==> config.mk <==
export PLATFORM = sky130hd
export DESIGN_NAME = psw_writer
export DESIGN_NICKNAME = d
export VERILOG_FILES = /design/src/core/psw_pkg.sv /design/src/core/psw_dec_if.sv /design/src/core/psw_decoder.sv /design/src/core/psw_writer.sv
export SDC_FILE = /design/constraint.sdc
export NUM_CORES = 1
export LEC_CHECK = 0
export BUFFER_PORTS_ARGS = -buffer_cell sky130_fd_sc_hd__buf_2
export CORE_MARGIN = 4
export CORE_UTILIZATION = 49
export CTS_CLUSTER_DIAMETER = 30
export DETAILED_ROUTE_END_ITERATION = 12
export HOLD_SLACK_MARGIN = 0.08
export PLACE_DENSITY = 0.79
export SLEW_MARGIN = 15
export SYNTH_ARGS = -nofsm -noshare
export SYNTH_HDL_FRONTEND = slang
export SYNTH_SLANG_ARGS = --single-unit
==> constraint.sdc <==
create_clock -name i_clock -period 0.8 [get_ports i_clock]
set_input_delay 0.08 -clock i_clock [delete_from_list [all_inputs] [get_ports i_clock]]
set_output_delay 0.08 -clock i_clock [all_outputs]
set_load 0.05 [all_outputs]
==> src/core/psw_pkg.sv <==
// Package of constants and types shared by the processor-state immediate writer.
package psw_pkg;

	localparam int          PSW_SEL_W      = 3;
	localparam int          PSW_IMM_W      = 4;
	localparam logic [5:0]  PSW_SYN_TRAP   = 6'h18;
	localparam logic [1:0]  PSW_EL0        = 2'h0;
	localparam logic [1:0]  PSW_EL1        = 2'h1;
	localparam logic [1:0]  PSW_EL2        = 2'h2;
	localparam logic [1:0]  PSW_EL3        = 2'h3;

	// Field selector encodings as {field_sel_hi, field_sel_lo}.
	localparam logic [5:0]  PSW_SEL_UAO    = 6'h03;
	localparam logic [5:0]  PSW_SEL_PAN    = 6'h04;
	localparam logic [5:0]  PSW_SEL_STACK_POINTER_SELECT  = 6'h05;
	localparam logic [5:0]  PSW_SEL_AINT   = 6'h08;
	localparam logic [5:0]  PSW_SEL_SSB    = 6'h19;
	localparam logic [5:0]  PSW_SEL_DIT    = 6'h1a;
	localparam logic [5:0]  PSW_SEL_SMCTL  = 6'h1b;
	localparam logic [5:0]  PSW_SEL_TCO    = 6'h1c;
	localparam logic [5:0]  PSW_SEL_MSET   = 6'h1e;
	localparam logic [5:0]  PSW_SEL_MCLR   = 6'h1f;
	localparam logic [2:0]  PSW_ALIAS_HI   = 3'h3;
	localparam logic [2:0]  PSW_ALIAS_LO   = 3'h3;

	// Streaming alias target in immediate_field bits 2:1.
	localparam logic [1:0]  PSW_TGT_SM     = 2'h1;
	localparam logic [1:0]  PSW_TGT_ZA     = 2'h2;
	localparam logic [1:0]  PSW_TGT_BOTH   = 2'h3;

	// Reset values of processor state.
	localparam logic [3:0]  PSW_RST_MASK   = 4'hf;
	localparam logic        PSW_RST_SP     = 1'b1;
	localparam logic        PSW_RST_FLAG   = 1'b0;

	typedef enum logic [3:0] {
		PSW_F_NONE,
		PSW_F_UAO,
		PSW_F_PAN,
		PSW_F_SP,
		PSW_F_AINT,
		PSW_F_SSB,
		PSW_F_DIT,
		PSW_F_SM,
		PSW_F_ZA,
		PSW_F_SMZA,
		PSW_F_TCO,
		PSW_F_MSET,
		PSW_F_MCLR
	} psw_field_e;

	typedef enum logic [1:0] {
		PSW_DIS_PLAIN,
		PSW_DIS_START,
		PSW_DIS_STOP
	} psw_disasm_e;

endpackage

==> src/core/psw_dec_if.sv <==
// Interface carrying the decoded field selection between decoder and core.
`timescale 1ns/1ps
interface psw_dec_if;
	import psw_pkg::*;
	logic [PSW_SEL_W-1:0] sel_hi;
	logic [PSW_SEL_W-1:0] sel_lo;
	logic [PSW_IMM_W-1:0] imm;
	psw_field_e           field;
	logic                 undef;
	psw_disasm_e          disasm;

	modport dec (input sel_hi, input sel_lo, input imm, output field, output undef, output disasm);
	modport use_side (output sel_hi, output sel_lo, output imm, input field, input undef,
		input disasm);
endinterface

==> src/core/psw_decoder.sv <==
// Combinational decode of field selectors into a processor-state field.
`timescale 1ns/1ps
module psw_decoder
	import psw_pkg::*;
#(
	parameter bit HAS_UAO  = 1'b1,
	parameter bit HAS_PAN  = 1'b1,
	parameter bit HAS_AINT = 1'b1,
	parameter bit HAS_SSB  = 1'b1,
	parameter bit HAS_DIT  = 1'b1,
	parameter bit HAS_MAT  = 1'b1,
	parameter bit HAS_TCO  = 1'b1
) (
	psw_dec_if.dec d
);
	import psw_pkg::*;

	always_comb begin
		d.field = PSW_F_NONE;
		case ({d.sel_hi, d.sel_lo})
			PSW_SEL_UAO:   d.field = HAS_UAO ? PSW_F_UAO : PSW_F_NONE;
			PSW_SEL_PAN:   d.field = HAS_PAN ? PSW_F_PAN : PSW_F_NONE;
			PSW_SEL_STACK_POINTER_SELECT: d.field = PSW_F_SP;
			PSW_SEL_AINT: begin
				if (d.imm[3:1] == 3'h0 && HAS_AINT) begin
					d.field = PSW_F_AINT;
				end
			end
			PSW_SEL_SSB:   d.field = HAS_SSB ? PSW_F_SSB : PSW_F_NONE;
			PSW_SEL_DIT:   d.field = HAS_DIT ? PSW_F_DIT : PSW_F_NONE;
			PSW_SEL_SMCTL: begin
				if (!d.imm[3] && HAS_MAT) begin
					case (d.imm[2:1])
						PSW_TGT_SM:   d.field = PSW_F_SM;
						PSW_TGT_ZA:   d.field = PSW_F_ZA;
						PSW_TGT_BOTH: d.field = PSW_F_SMZA;
						default:      d.field = PSW_F_NONE;
					endcase
				end
			end
			PSW_SEL_TCO:   d.field = HAS_TCO ? PSW_F_TCO : PSW_F_NONE;
			PSW_SEL_MSET:  d.field = PSW_F_MSET;
			PSW_SEL_MCLR:  d.field = PSW_F_MCLR;
			default:       d.field = PSW_F_NONE;
		endcase
	end

	// Reserved rows and absent features both land here.
	assign d.undef = (d.field == PSW_F_NONE);

	always_comb begin
		d.disasm = PSW_DIS_PLAIN;
		if (d.sel_hi == PSW_ALIAS_HI && d.sel_lo == PSW_ALIAS_LO && !d.imm[3]) begin
			d.disasm = d.imm[0] ? PSW_DIS_START : PSW_DIS_STOP;
		end
	end

endmodule

==> src/core/psw_writer.sv <==
// Processor-state immediate writer: executes the move-immediate instruction.
`timescale 1ns/1ps
module psw_writer
	import psw_pkg::*;
#(
	parameter bit HAS_UAO  = 1'b1,
	parameter bit HAS_PAN  = 1'b1,
	parameter bit HAS_AINT = 1'b1,
	parameter bit HAS_SSB  = 1'b1,
	parameter bit HAS_DIT  = 1'b1,
	parameter bit HAS_MAT  = 1'b1,
	parameter bit HAS_TCO  = 1'b1
) (
	input  wire logic                          i_clock,
	input  wire logic                          i_nrst,
	input  wire logic                          i_valid,
	input  wire logic [psw_pkg::PSW_SEL_W-1:0] i_field_sel_hi,
	input  wire logic [psw_pkg::PSW_SEL_W-1:0] i_field_sel_lo,
	input  wire logic [psw_pkg::PSW_IMM_W-1:0] i_immediate_field,
	input  wire logic [1:0]                    i_exc_level,
	input  wire logic                          i_extended_hyp_config_en,
	input  wire logic                          i_interrupt_all_trap_bit,
	input  wire logic                          i_matrix_access_ok,
	output logic                               o_done,
	output logic                               o_undef,
	output logic                               o_trap,
	output logic [1:0]                         o_trap_level,
	output logic [5:0]                         o_trap_syndrome,
	output logic                               o_matrix_access_fault,
	output psw_pkg::psw_disasm_e               o_disasm,
	output logic [3:0]                         o_mask_dbg_err_irq_fiq,
	output logic                               o_store_bypass_safe_flag,
	output logic                               o_stack_pointer_select,
	output logic                               o_privileged_access_never,
	output logic                               o_user_access_override,
	output logic                               o_data_independent_timing,
	output logic                               o_tag_check_override,
	output logic                               o_interrupt_all_mask,
	output logic                               o_streaming_mode_ctl,
	output logic                               o_matrix_storage_ctl
);
	import psw_pkg::*;

	psw_dec_if dec ();

	logic [3:0] mask_ff;
	logic       ssb_ff;
	logic       sp_ff;
	logic       pan_ff;
	logic       uao_ff;
	logic       dit_ff;
	logic       tco_ff;
	logic       aint_ff;
	logic       sm_ff;
	logic       za_ff;
	logic       done_ff;
	logic       undef_ff;
	logic       trap_ff;
	logic       fault_ff;
	psw_disasm_e disasm_ff;

	logic       bit0;
	logic       exec;
	logic       aint_trap;
	logic       mat_sel;
	logic       mat_go;

	assign dec.sel_hi = i_field_sel_hi;
	assign dec.sel_lo = i_field_sel_lo;
	assign dec.imm    = i_immediate_field;

	psw_decoder #(
		.HAS_UAO  (HAS_UAO),
		.HAS_PAN  (HAS_PAN),
		.HAS_AINT (HAS_AINT),
		.HAS_SSB  (HAS_SSB),
		.HAS_DIT  (HAS_DIT),
		.HAS_MAT  (HAS_MAT),
		.HAS_TCO  (HAS_TCO)
	) u_dec (
		.d (dec)
	);

	// Single-bit fields only ever see bit 0; the upper bits are don't-care except where AINT and the streaming controls decode them.
	assign bit0 = i_immediate_field[0];
	assign exec = i_valid && !dec.undef;

	assign aint_trap = (dec.field == PSW_F_AINT) && bit0 && (i_exc_level == PSW_EL1)
		&& i_extended_hyp_config_en && i_interrupt_all_trap_bit;

	assign mat_sel = (dec.field == PSW_F_SM) || (dec.field == PSW_F_ZA)
		|| (dec.field == PSW_F_SMZA);
	// The access check gates every streaming control write before state moves.
	assign mat_go = exec && mat_sel && i_matrix_access_ok;

	always_ff @(posedge i_clock or negedge i_nrst) begin
		if (!i_nrst) begin
			mask_ff <= PSW_RST_MASK;
		end else if (exec && dec.field == PSW_F_MSET) begin
			mask_ff <= mask_ff | i_immediate_field;
		end else if (exec && dec.field == PSW_F_MCLR) begin
			mask_ff <= mask_ff & ~i_immediate_field;
		end
	end

	always_ff @(posedge i_clock or negedge i_nrst) begin
		if (!i_nrst) begin
			ssb_ff <= PSW_RST_FLAG;
			sp_ff  <= PSW_RST_SP;
			pan_ff <= PSW_RST_FLAG;
			uao_ff <= PSW_RST_FLAG;
			dit_ff <= PSW_RST_FLAG;
			tco_ff <= PSW_RST_FLAG;
		end else if (exec) begin
			case (dec.field)
				PSW_F_SSB: ssb_ff <= bit0;
				PSW_F_SP:  sp_ff  <= bit0;
				PSW_F_PAN: pan_ff <= bit0;
				PSW_F_UAO: uao_ff <= bit0;
				PSW_F_DIT: dit_ff <= bit0;
				PSW_F_TCO: tco_ff <= bit0;
				default: begin
				end
			endcase
		end
	end

	always_ff @(posedge i_clock or negedge i_nrst) begin
		if (!i_nrst) begin
			aint_ff <= PSW_RST_FLAG;
		end else if (exec && dec.field == PSW_F_AINT && !aint_trap) begin
			aint_ff <= bit0;
		end
	end

	// A clear bit 0 is the stop alias and clears the same targets start would set.
	always_ff @(posedge i_clock or negedge i_nrst) begin
		if (!i_nrst) begin
			sm_ff <= PSW_RST_FLAG;
			za_ff <= PSW_RST_FLAG;
		end else if (mat_go) begin
			if (dec.field != PSW_F_ZA) begin
				sm_ff <= bit0;
			end
			if (dec.field != PSW_F_SM) begin
				za_ff <= bit0;
			end
		end
	end

	always_ff @(posedge i_clock or negedge i_nrst) begin
		if (!i_nrst) begin
			done_ff   <= 1'b0;
			undef_ff  <= 1'b0;
			trap_ff   <= 1'b0;
			fault_ff  <= 1'b0;
			disasm_ff <= PSW_DIS_PLAIN;
		end else begin
			done_ff   <= exec && !aint_trap && !(mat_sel && !i_matrix_access_ok);
			undef_ff  <= i_valid && dec.undef;
			trap_ff   <= exec && aint_trap;
			fault_ff  <= exec && mat_sel && !i_matrix_access_ok;
			disasm_ff <= i_valid ? dec.disasm : disasm_ff;
		end
	end

	assign o_done                    = done_ff;
	assign o_undef                   = undef_ff;
	assign o_trap                    = trap_ff;
	assign o_trap_level              = PSW_EL2;
	assign o_trap_syndrome           = PSW_SYN_TRAP;
	assign o_matrix_access_fault     = fault_ff;
	assign o_disasm                  = disasm_ff;
	assign o_mask_dbg_err_irq_fiq    = mask_ff;
	assign o_store_bypass_safe_flag  = ssb_ff;
	assign o_stack_pointer_select    = sp_ff;
	assign o_privileged_access_never = pan_ff;
	assign o_user_access_override    = uao_ff;
	assign o_data_independent_timing = dit_ff;
	assign o_tag_check_override      = tco_ff;
	assign o_interrupt_all_mask      = aint_ff;
	assign o_streaming_mode_ctl      = sm_ff;
	assign o_matrix_storage_ctl      = za_ff;

endmodule

==> results.ini, run 1 <==
[floorplan]
standard_cell_rows=17
ios=45
die_w_um=58.33
initial_utilization=0.5353
chipHeight_um=58.33

[placement]
dp.cells=199
hpwl_um=2508
gpl.final_weighted_congestion=0.8647
numPortBuffers=36
detailedPlace.worstSlack_ps=-1070

[logic_synthesis]
synth_seq_cells=19
synth.cell_area_um2=1241
ys_top_cells_by_area=sky130_fd_sc_hd__dfrtp_1 (28%), sky130_fd_sc_hd__dfstp_2 (11%), sky130_fd_sc_hd__mux2_2 (5.4%)
synth_enable_flop_cells=0
yosys_warnings=0
avgSynthCellArea_um2=10.52
syn_inst=118
ys_dominant_reg_cell=sky130_fd_sc_hd__dfrtp_1
synthDistinctLibCells=48
synthDominantCellAreaShare=0.2823
netlist.top_cell.by_area=sky130_fd_sc_hd__dfrtp_1
commonest_cells_in_the_synthesized_netlist=sky130_fd_sc_hd__dfrtp_1 (14), sky130_fd_sc_hd__nand2_1 (9), sky130_fd_sc_hd__buf_4 (8)
synth_seq_area_share=0.3881
ys_async_sr_fraction=1.000
yosys.cell_count.top_type=sky130_fd_sc_hd__dfrtp_1

[status]
stop_error=[ERROR DPL-0033] detailed placement checks failed during check placement.
status=stopped before the end
last-stage-reached=global routing (5_1_grt)

[global_route]
antenna_found_initial=0
grt_start_max_net_pins=20

[clock_tree]
cts_buffer_depth=2
cts_buffers=3
cts_root_buffer=sky130_fd_sc_hd__clkbuf_4
cts-htree-levels=1
cts_sinks=19

[timing]
worst-ep-kind=sequential cell input
grt_repair_worst_endpoint=o_user_access_override$_DFFE_PN0P_/D

## stage by stage
stage / utilization / cell area (µm²)
3_3_place_gp: 0.6892 / 1598
2_1_floorplan: - / 1294
3_5_place_dp: 0.6892 / 1598
4_1_cts: 0.8996 / 2086
## cell families after synthesis
family | share of synthesized area
other cells | 0.006051
flops | 0.3881
xor+xnor | 0.007058
simple gates | 0.2813
compound gates | 0.1432
mux | 0.08467
buf+inv | 0.08971
## what timing repair did
| item | in CTS |
|---|---|
| hold buffers | 2 |
| resized for setup | 79 |
| cloned | 1 |
| endpoints found under the setup margin | 38 |
| hold endpoints to repair | 20 |
| pin swaps | 13 |
| buffers inserted | 18 |
==> inputs of run 2 (changes only) <==
--- a/config.mk
+++ b/config.mk
@@ -6,12 +6,10 @@
 export NUM_CORES = 1
 export LEC_CHECK = 0
 export BUFFER_PORTS_ARGS = -buffer_cell sky130_fd_sc_hd__buf_2
-export CORE_MARGIN = 4
-export CORE_UTILIZATION = 49
-export CTS_CLUSTER_DIAMETER = 30
+export CORE_AREA = 4 4 65 67
 export DETAILED_ROUTE_END_ITERATION = 12
-export HOLD_SLACK_MARGIN = 0.08
-export PLACE_DENSITY = 0.79
+export DIE_AREA = 0 0 69 71
+export PLACE_DENSITY_LB_ADDON = 0.15
 export SLEW_MARGIN = 15
 export SYNTH_ARGS = -nofsm -noshare
 export SYNTH_HDL_FRONTEND = slang
==> results.ini, run 2 <==
[critical_path]
critical_path_peak_fanout=7
startpoint_type=primary input
timing.setup.critical_path_class=primary input to flop
crit_end=o_user_access_override
worst_setup_path_startpoint=i_field_sel_hi[0]
critical_path_required_ps=940
reg_to_reg_setup_timing_slack_ps=-80
path_cells=buf_8 > or3b_4 > a2111oi_4 > a211oi_4 > nor4b_2 > mux2_1
crit_slowest_cell=sky130_fd_sc_hd__or3b_4
critical_path.endpoint_type=flop
max_stage_delay_ps=400
r2r_start=o_data_independent_timing
rr_worst_depth=2
crit_arrival_ps=1650
endpoint_of_the_lowest_slack_register_to_register_path=o_data_independent_timing

[timing]
max_clock_freq_mhz=664.4
report.final.hold_viol_count=0
rsz0062_at_grt=true
setup_ws_ps=-705.2
hold-worst-slack_ps=82.34
finalMaxSlewViolations=0
fin_crit_sh=1.882
number_of_setup_violations_in_the_final_report=38
fin_crit_ps=1505
setup_total_negative_slack_ps=-11950
finClkSkew_ps=0

[clock_tree]
cts-htree-levels=1
worstSkewPairLatency_ps=250
cts_root_buffer=sky130_fd_sc_hd__clkbuf_8
cts_tree=yes
clkSlewWorstSetupHoldPaths_ps=70
cts_sinks=19
cts_buffers=3
cts_buffer_depth=2

[run]
timing.max_cap.violations=0

[floorplan]
die_w_um=69
chipHeight_um=71
initial_utilization=0.3416
ios=45
standard_cell_rows=22
die_area_um2=4899
placeableCoreArea_um2=3633

[logic_synthesis]
ys_top_cells_by_area=sky130_fd_sc_hd__dfrtp_1 (28%), sky130_fd_sc_hd__dfstp_2 (11%), sky130_fd_sc_hd__mux2_2 (5.4%)
ys_async_sr_fraction=1.000
commonest_cells_in_the_synthesized_netlist=sky130_fd_sc_hd__dfrtp_1 (14), sky130_fd_sc_hd__nand2_1 (9), sky130_fd_sc_hd__buf_4 (8)
synth_simple_gate_area_share=0.2813
synth.area.mux_share=0.08468
avgSynthCellArea_um2=10.52
dominant_combinational_cell_family_by_area_after_synthesis=simple AND/OR/NAND/NOR gates
synthDominantCellAreaShare=0.2823
synth_seq_cells=19
ys_dominant_reg_cell=sky130_fd_sc_hd__dfrtp_1
synth.cell_area_um2=1241
synthXorXnorAreaFrac=0.007056
synthDistinctLibCells=48
netlist.top_cell.by_area=sky130_fd_sc_hd__dfrtp_1
syn_inst=118
compound_cell_area_share_of_the_yosys_netlist=0.1431
synth_seq_area_share=0.3881
yosys_warnings=0
synth_enable_flop_cells=0
yosys.cell_count.top_type=sky130_fd_sc_hd__dfrtp_1
synth-adder-area-share=0

[global_route]
globalRouteTotalUtil=0.1446
grt_start_max_net_pins=20
global_route.overflow_total=0
antenna_found_initial=0
grt_pass1_vias=1307
global_route_wire_length_before_repair_um=5892

[finish]
most_frequent_standard_cell_in_the_layout_excluding_fill_and_tap_cells=sky130_fd_sc_hd__buf_4
antenna_cells=0
post-route-util=0.5882
areaGrowthSynthToFinish_pct=72.18
nets=213
layout_common_cells=sky130_fd_sc_hd__buf_4 (33), sky130_fd_sc_hd__buf_6 (28), sky130_fd_sc_hd__dfrtp_1 (13), sky130_fd_sc_hd__buf_2 (11), sky130_fd_sc_hd__conb_1 (8)
post_route_cells_drive_above_1_share=0.6495
final_area_um2=2137

[min_path]
hold_class=primary input to flop

[placement]
dpl-instance-area_um2=1633
gpl.final_weighted_congestion=0.8586
hpwl_um=2590
numPortBuffers=36

[routing]
first_iter_violations=67
detail_route.drc_violations=0
routed-via-count=1203
avgRoutedWirePerCell_um=14.60
drt_pre_antenna_iters=4
detail_route.wirelength_um=3533
ant_nets=0
detail_route.vias_per_cell=4.971

[status]
status=finished with violations
failing_checks=setup timing

[power_and_ir_drop]
finalPower_mw=2.696
power-per-cell-area_nw_per_um2=1261
leak_pwr_nw=0.9898
irDropWorstVdd_mv=0.7954

[run 2: per-layer routing]
metal / routed length (µm) / vias up / global-route usage / part of all wire
met2: 1819 / 43 / 0.2617 / 0.51
met5: 0 / - / 0 / 0
met3: 236 / 2 / 0.04119 / 0.067
li1: - / 578 / - / -
met4: 14 / 0 / 0.02603 / 0.0040
met1: 1463 / 580 / 0.1719 / 0.41
[run 2: cell families after synthesis]
kind of cell | Yosys count
AND/OR/NAND/NOR | 52
flip-flops | 19
AO/OA/AOI/OAI | 18
buffers and inverters | 17
multiplexers | 9
other | 2
XOR/XNOR | 1
[run 2: metrics by stage]
step                instances  setup slack (ps)
floorplan                 124            -941.4
global placement          222             -1054
detailed placement        222             -1081
CTS                       237            -707.2
global route              242            -763.3
finish                    242            -705.2
[run 2: worst max-delay path, delay by kind of cell]
family / cells / cell delay, ps
AND/OR/NAND/NOR: 2 / 650
AO/OA/AOI/OAI: 2 / 470
multiplexers: 1 / 340
buffers and inverters: 1 / 100
[run 2: where the power goes]
part           total (mW)  switching [mW]  internal (mW)  leakage [nW]
clock               0.658           0.312          0.346        0.0255
combinational       0.968           0.558          0.409         0.725
sequential           1.07          0.0431           1.03         0.239
total                2.70           0.914           1.78         0.990
[run 2: worst min-delay path by stage]
stage / startpoint / endpoint / slack [ps] / depth (start not counted)
global placement: i_nrst / o_disasm[1] / 40 / 1
CTS: i_immediate_field[3] / flop / 70 / 2
finish: i_immediate_field[3] / flop / 80 / 2
floorplan: i_nrst / o_data_independent_timing / -220 / 0
global route: i_immediate_field[3] / flop / 80 / 2
detailed placement: i_nrst / o_disasm[1] / 40 / 1
[run 2: layout make-up]
type / instances / area [µm²]
Inverter: 2 / 7.507
Fill cell: 323 / 1496
Sequential cell: 19 / 483.0
Tap cell: 48 / 60.06
Multi-Input combinational cell: 88 / 799.5
Timing Repair Buffer: 81 / 740.7
Clock buffer: 3 / 41.29
Clock inverter: 1 / 5.005
[run 2: timing repair]
action / CTS / global route
endpoints found under the hold margin: 14 / 0
setup buffers: 10 / 6
endpoints found under the setup margin: 38 / 38
pin swaps: 14 / 8
hold buffers: 1 / 0
resized for setup: 79 / 11
gates cloned: 0 / 0
No activity file was read; power rests on OpenSTA's default activity.
==> inputs of run 3 (changes only) <==
--- a/config.mk
+++ b/config.mk
@@ -5,12 +5,14 @@
 export SDC_FILE = /design/constraint.sdc
 export NUM_CORES = 1
 export LEC_CHECK = 0
+export ABC_AREA = 1
 export BUFFER_PORTS_ARGS = -buffer_cell sky130_fd_sc_hd__buf_2
 export CORE_AREA = 4 4 65 67
 export DETAILED_ROUTE_END_ITERATION = 12
 export DIE_AREA = 0 0 69 71
+export MAX_ROUTING_LAYER = met4
 export PLACE_DENSITY_LB_ADDON = 0.15
-export SLEW_MARGIN = 15
+export SLEW_MARGIN = 20
 export SYNTH_ARGS = -nofsm -noshare
 export SYNTH_HDL_FRONTEND = slang
 export SYNTH_SLANG_ARGS = --single-unit
==> results.ini, run 3 <==
[status]
status=finished with violations
failing_checks=setup timing

[global_route]
globalRouteTotalUtil=0.1529
antenna_found_initial=0
global_route_wire_length_before_repair_um=6030
grt_start_max_net_pins=20
global_route.overflow_total=0
grt_pass1_vias=1366

[placement]
gpl.final_weighted_congestion=0.9253
dpl-instance-area_um2=1663
numPortBuffers=36
hpwl_um=2489

[critical_path]
critical_path.endpoint_type=flop
critical_path_peak_fanout=5
critical_path_required_ps=940
startpoint_type=primary input
crit_arrival_ps=1300
timing.setup.critical_path_class=primary input to flop
rr_worst_depth=3

[min_path]
holdPathStages=2
hold_class=primary input to flop

[floorplan]
die_w_um=69
die_area_um2=4899
chipHeight_um=71
standard_cell_rows=22
initial_utilization=0.3440
placeableCoreArea_um2=3633
ios=45

[timing]
setup_ws_ps=-353.1
report.final.hold_viol_count=0
hold-worst-slack_ps=30.34
fin_crit_sh=1.441
rsz0062_at_grt=true
number_of_setup_violations_in_the_final_report=36
fin_crit_ps=1153
finClkSkew_ps=0
finalMaxSlewViolations=0
max_clock_freq_mhz=867.3

[power_and_ir_drop]
irDropWorstVdd_mv=0.7280
leak_pwr_nw=1.105
power-per-cell-area_nw_per_um2=1255

[routing]
detail_route.vias_per_cell=4.527
drt_pre_antenna_iters=4
ant_nets=0
detail_route.drc_violations=0
routed-via-count=1358
detail_route.wirelength_um=3521
avgRoutedWirePerCell_um=11.74
first_iter_violations=32

[clock_tree]
clkSlewWorstSetupHoldPaths_ps=70
cts_tree=yes
worstSkewPairLatency_ps=250
cts_root_buffer=sky130_fd_sc_hd__clkbuf_8
cts-htree-levels=1
cts_buffer_depth=2
cts_sinks=19
cts_buffers=3

[run]
timing.max_cap.violations=0

[logic_synthesis]
netlist.top_cell.by_area=sky130_fd_sc_hd__dfrtp_1
synthDominantCellAreaShare=0.2803
ys_top_cells_by_area=sky130_fd_sc_hd__dfrtp_1 (28%), sky130_fd_sc_hd__nand2_1 (11%), sky130_fd_sc_hd__dfstp_2 (11%)
yosys_warnings=0
synthDistinctLibCells=25
synth.cell_area_um2=1250
avgSynthCellArea_um2=7.102
ys_async_sr_fraction=1.000
yosys.cell_count.top_type=sky130_fd_sc_hd__nand2_1
ys_dominant_reg_cell=sky130_fd_sc_hd__dfrtp_1
synth_seq_area_share=0.3854
commonest_cells_in_the_synthesized_netlist=sky130_fd_sc_hd__nand2_1 (37), sky130_fd_sc_hd__nor2_1 (30), sky130_fd_sc_hd__inv_1 (23)
synth_seq_cells=19
syn_inst=176
synth_enable_flop_cells=0

[finish]
multiInputGateArea_um2=865.8
most_frequent_standard_cell_in_the_layout_excluding_fill_and_tap_cells=sky130_fd_sc_hd__buf_4
fillers=317
antenna_cells=0
layout_common_cells=sky130_fd_sc_hd__buf_4 (36), sky130_fd_sc_hd__nand2_1 (26), sky130_fd_sc_hd__buf_6 (17), sky130_fd_sc_hd__inv_1 (15), sky130_fd_sc_hd__nor2_1 (14)
areaGrowthSynthToFinish_pct=79.48
nets=271
post_route_cells_drive_above_1_share=0.5873
final_area_um2=2243
regArea_um2=484.2

==> run 3: where the power goes <==
part	internal [mW]	total (mW)	leakage (nW)	switching [mW]
Combinational	0.396	1.06	0.855	0.667
Sequential	1.04	1.09	0.228	0.0480
Clock	0.354	0.667	0.0228	0.313
Total	1.79	2.82	1.11	1.03
==> run 3: final cells by class <==
| type | instances | share of cell area |
|---|---|---|
| repair buffers | 75 | 0.3062 |
| clock buffers | 4 | 0.02008 |
| well taps | 48 | 0.02677 |
| inverters | 24 | 0.04518 |
| multi-input cells | 130 | 0.3859 |
| flip-flops and latches | 19 | 0.2158 |
==> run 3: path summary, 6_finish.rpt <==
check,start,to,slack (ps)
setup reg to reg,o_stack_pointer_select,o_stack_pointer_select,-80
setup / recovery,i_field_sel_lo[1],o_interrupt_all_mask,-350
hold / removal,i_matrix_access_ok,o_matrix_access_fault,30
min in group asynchronous,i_nrst,o_privileged_access_never,290
hold reg to reg,flop,flop,480
max in group asynchronous,i_nrst,asynchronous set/reset pin,170
==> run 3: what timing repair did <==
item / 4_1_cts / 5_1_grt
pin swaps: 13 / 6
buffers inserted: 12 / 6
setup endpoints to repair: 38 / 37
hold buffers: 1 / 0
gates resized for setup: 107 / 14
endpoints found under the hold margin: 14 / 0
==> run 3: cells by family after synthesis <==
logic type      share of synthesized area
simple gates                       0.4224
buf+inv                            0.1241
flops                              0.3854
compound gates                    0.06205
other cells                      0.006008
==> run 3: routing by layer <==
| layer | vias up | wire (µm) | track usage |
|---|---|---|---|
| met3 | 5 | 136 | 0.01705 |
| met5 | - | 0 | - |
| met4 | 0 | 55 | 0.05857 |
| li1 | 697 | - | - |
| met1 | 626 | 1448 | 0.1707 |
| met2 | 30 | 1881 | 0.2786 |
==> run 3: critical path, cell delays in order <==
cell and delay [ps]:
sky130_fd_sc_hd__buf_12 120, sky130_fd_sc_hd__clkinvlp_4 90, sky130_fd_sc_hd__buf_4 110, sky130_fd_sc_hd__nand2_1 50
sky130_fd_sc_hd__nand3_1 110, sky130_fd_sc_hd__nand2_2 90, sky130_fd_sc_hd__nor3_4 180, sky130_fd_sc_hd__nand2_4 110
sky130_fd_sc_hd__buf_4 150, sky130_fd_sc_hd__nand3_4 60, sky130_fd_sc_hd__nor2_1 40, sky130_fd_sc_hd__nand2_1 50
sky130_fd_sc_hd__nand2_1 40
==> run 3: per-stage QoR <==
step	setup TNS [ps]	instances	power, mW	setup WS (ps)	util
detailed placement	-11120	280	1.864	-676.0	0.4576
floorplan	-4948	182	1.637	-342.2	-
finish	-7172	300	2.817	-353.1	0.6174
CTS	-6714	294	2.776	-313.1	0.5933
global route	-9529	300	2.937	-462.1	0.6174
global placement	-11420	280	1.864	-697.2	0.4576
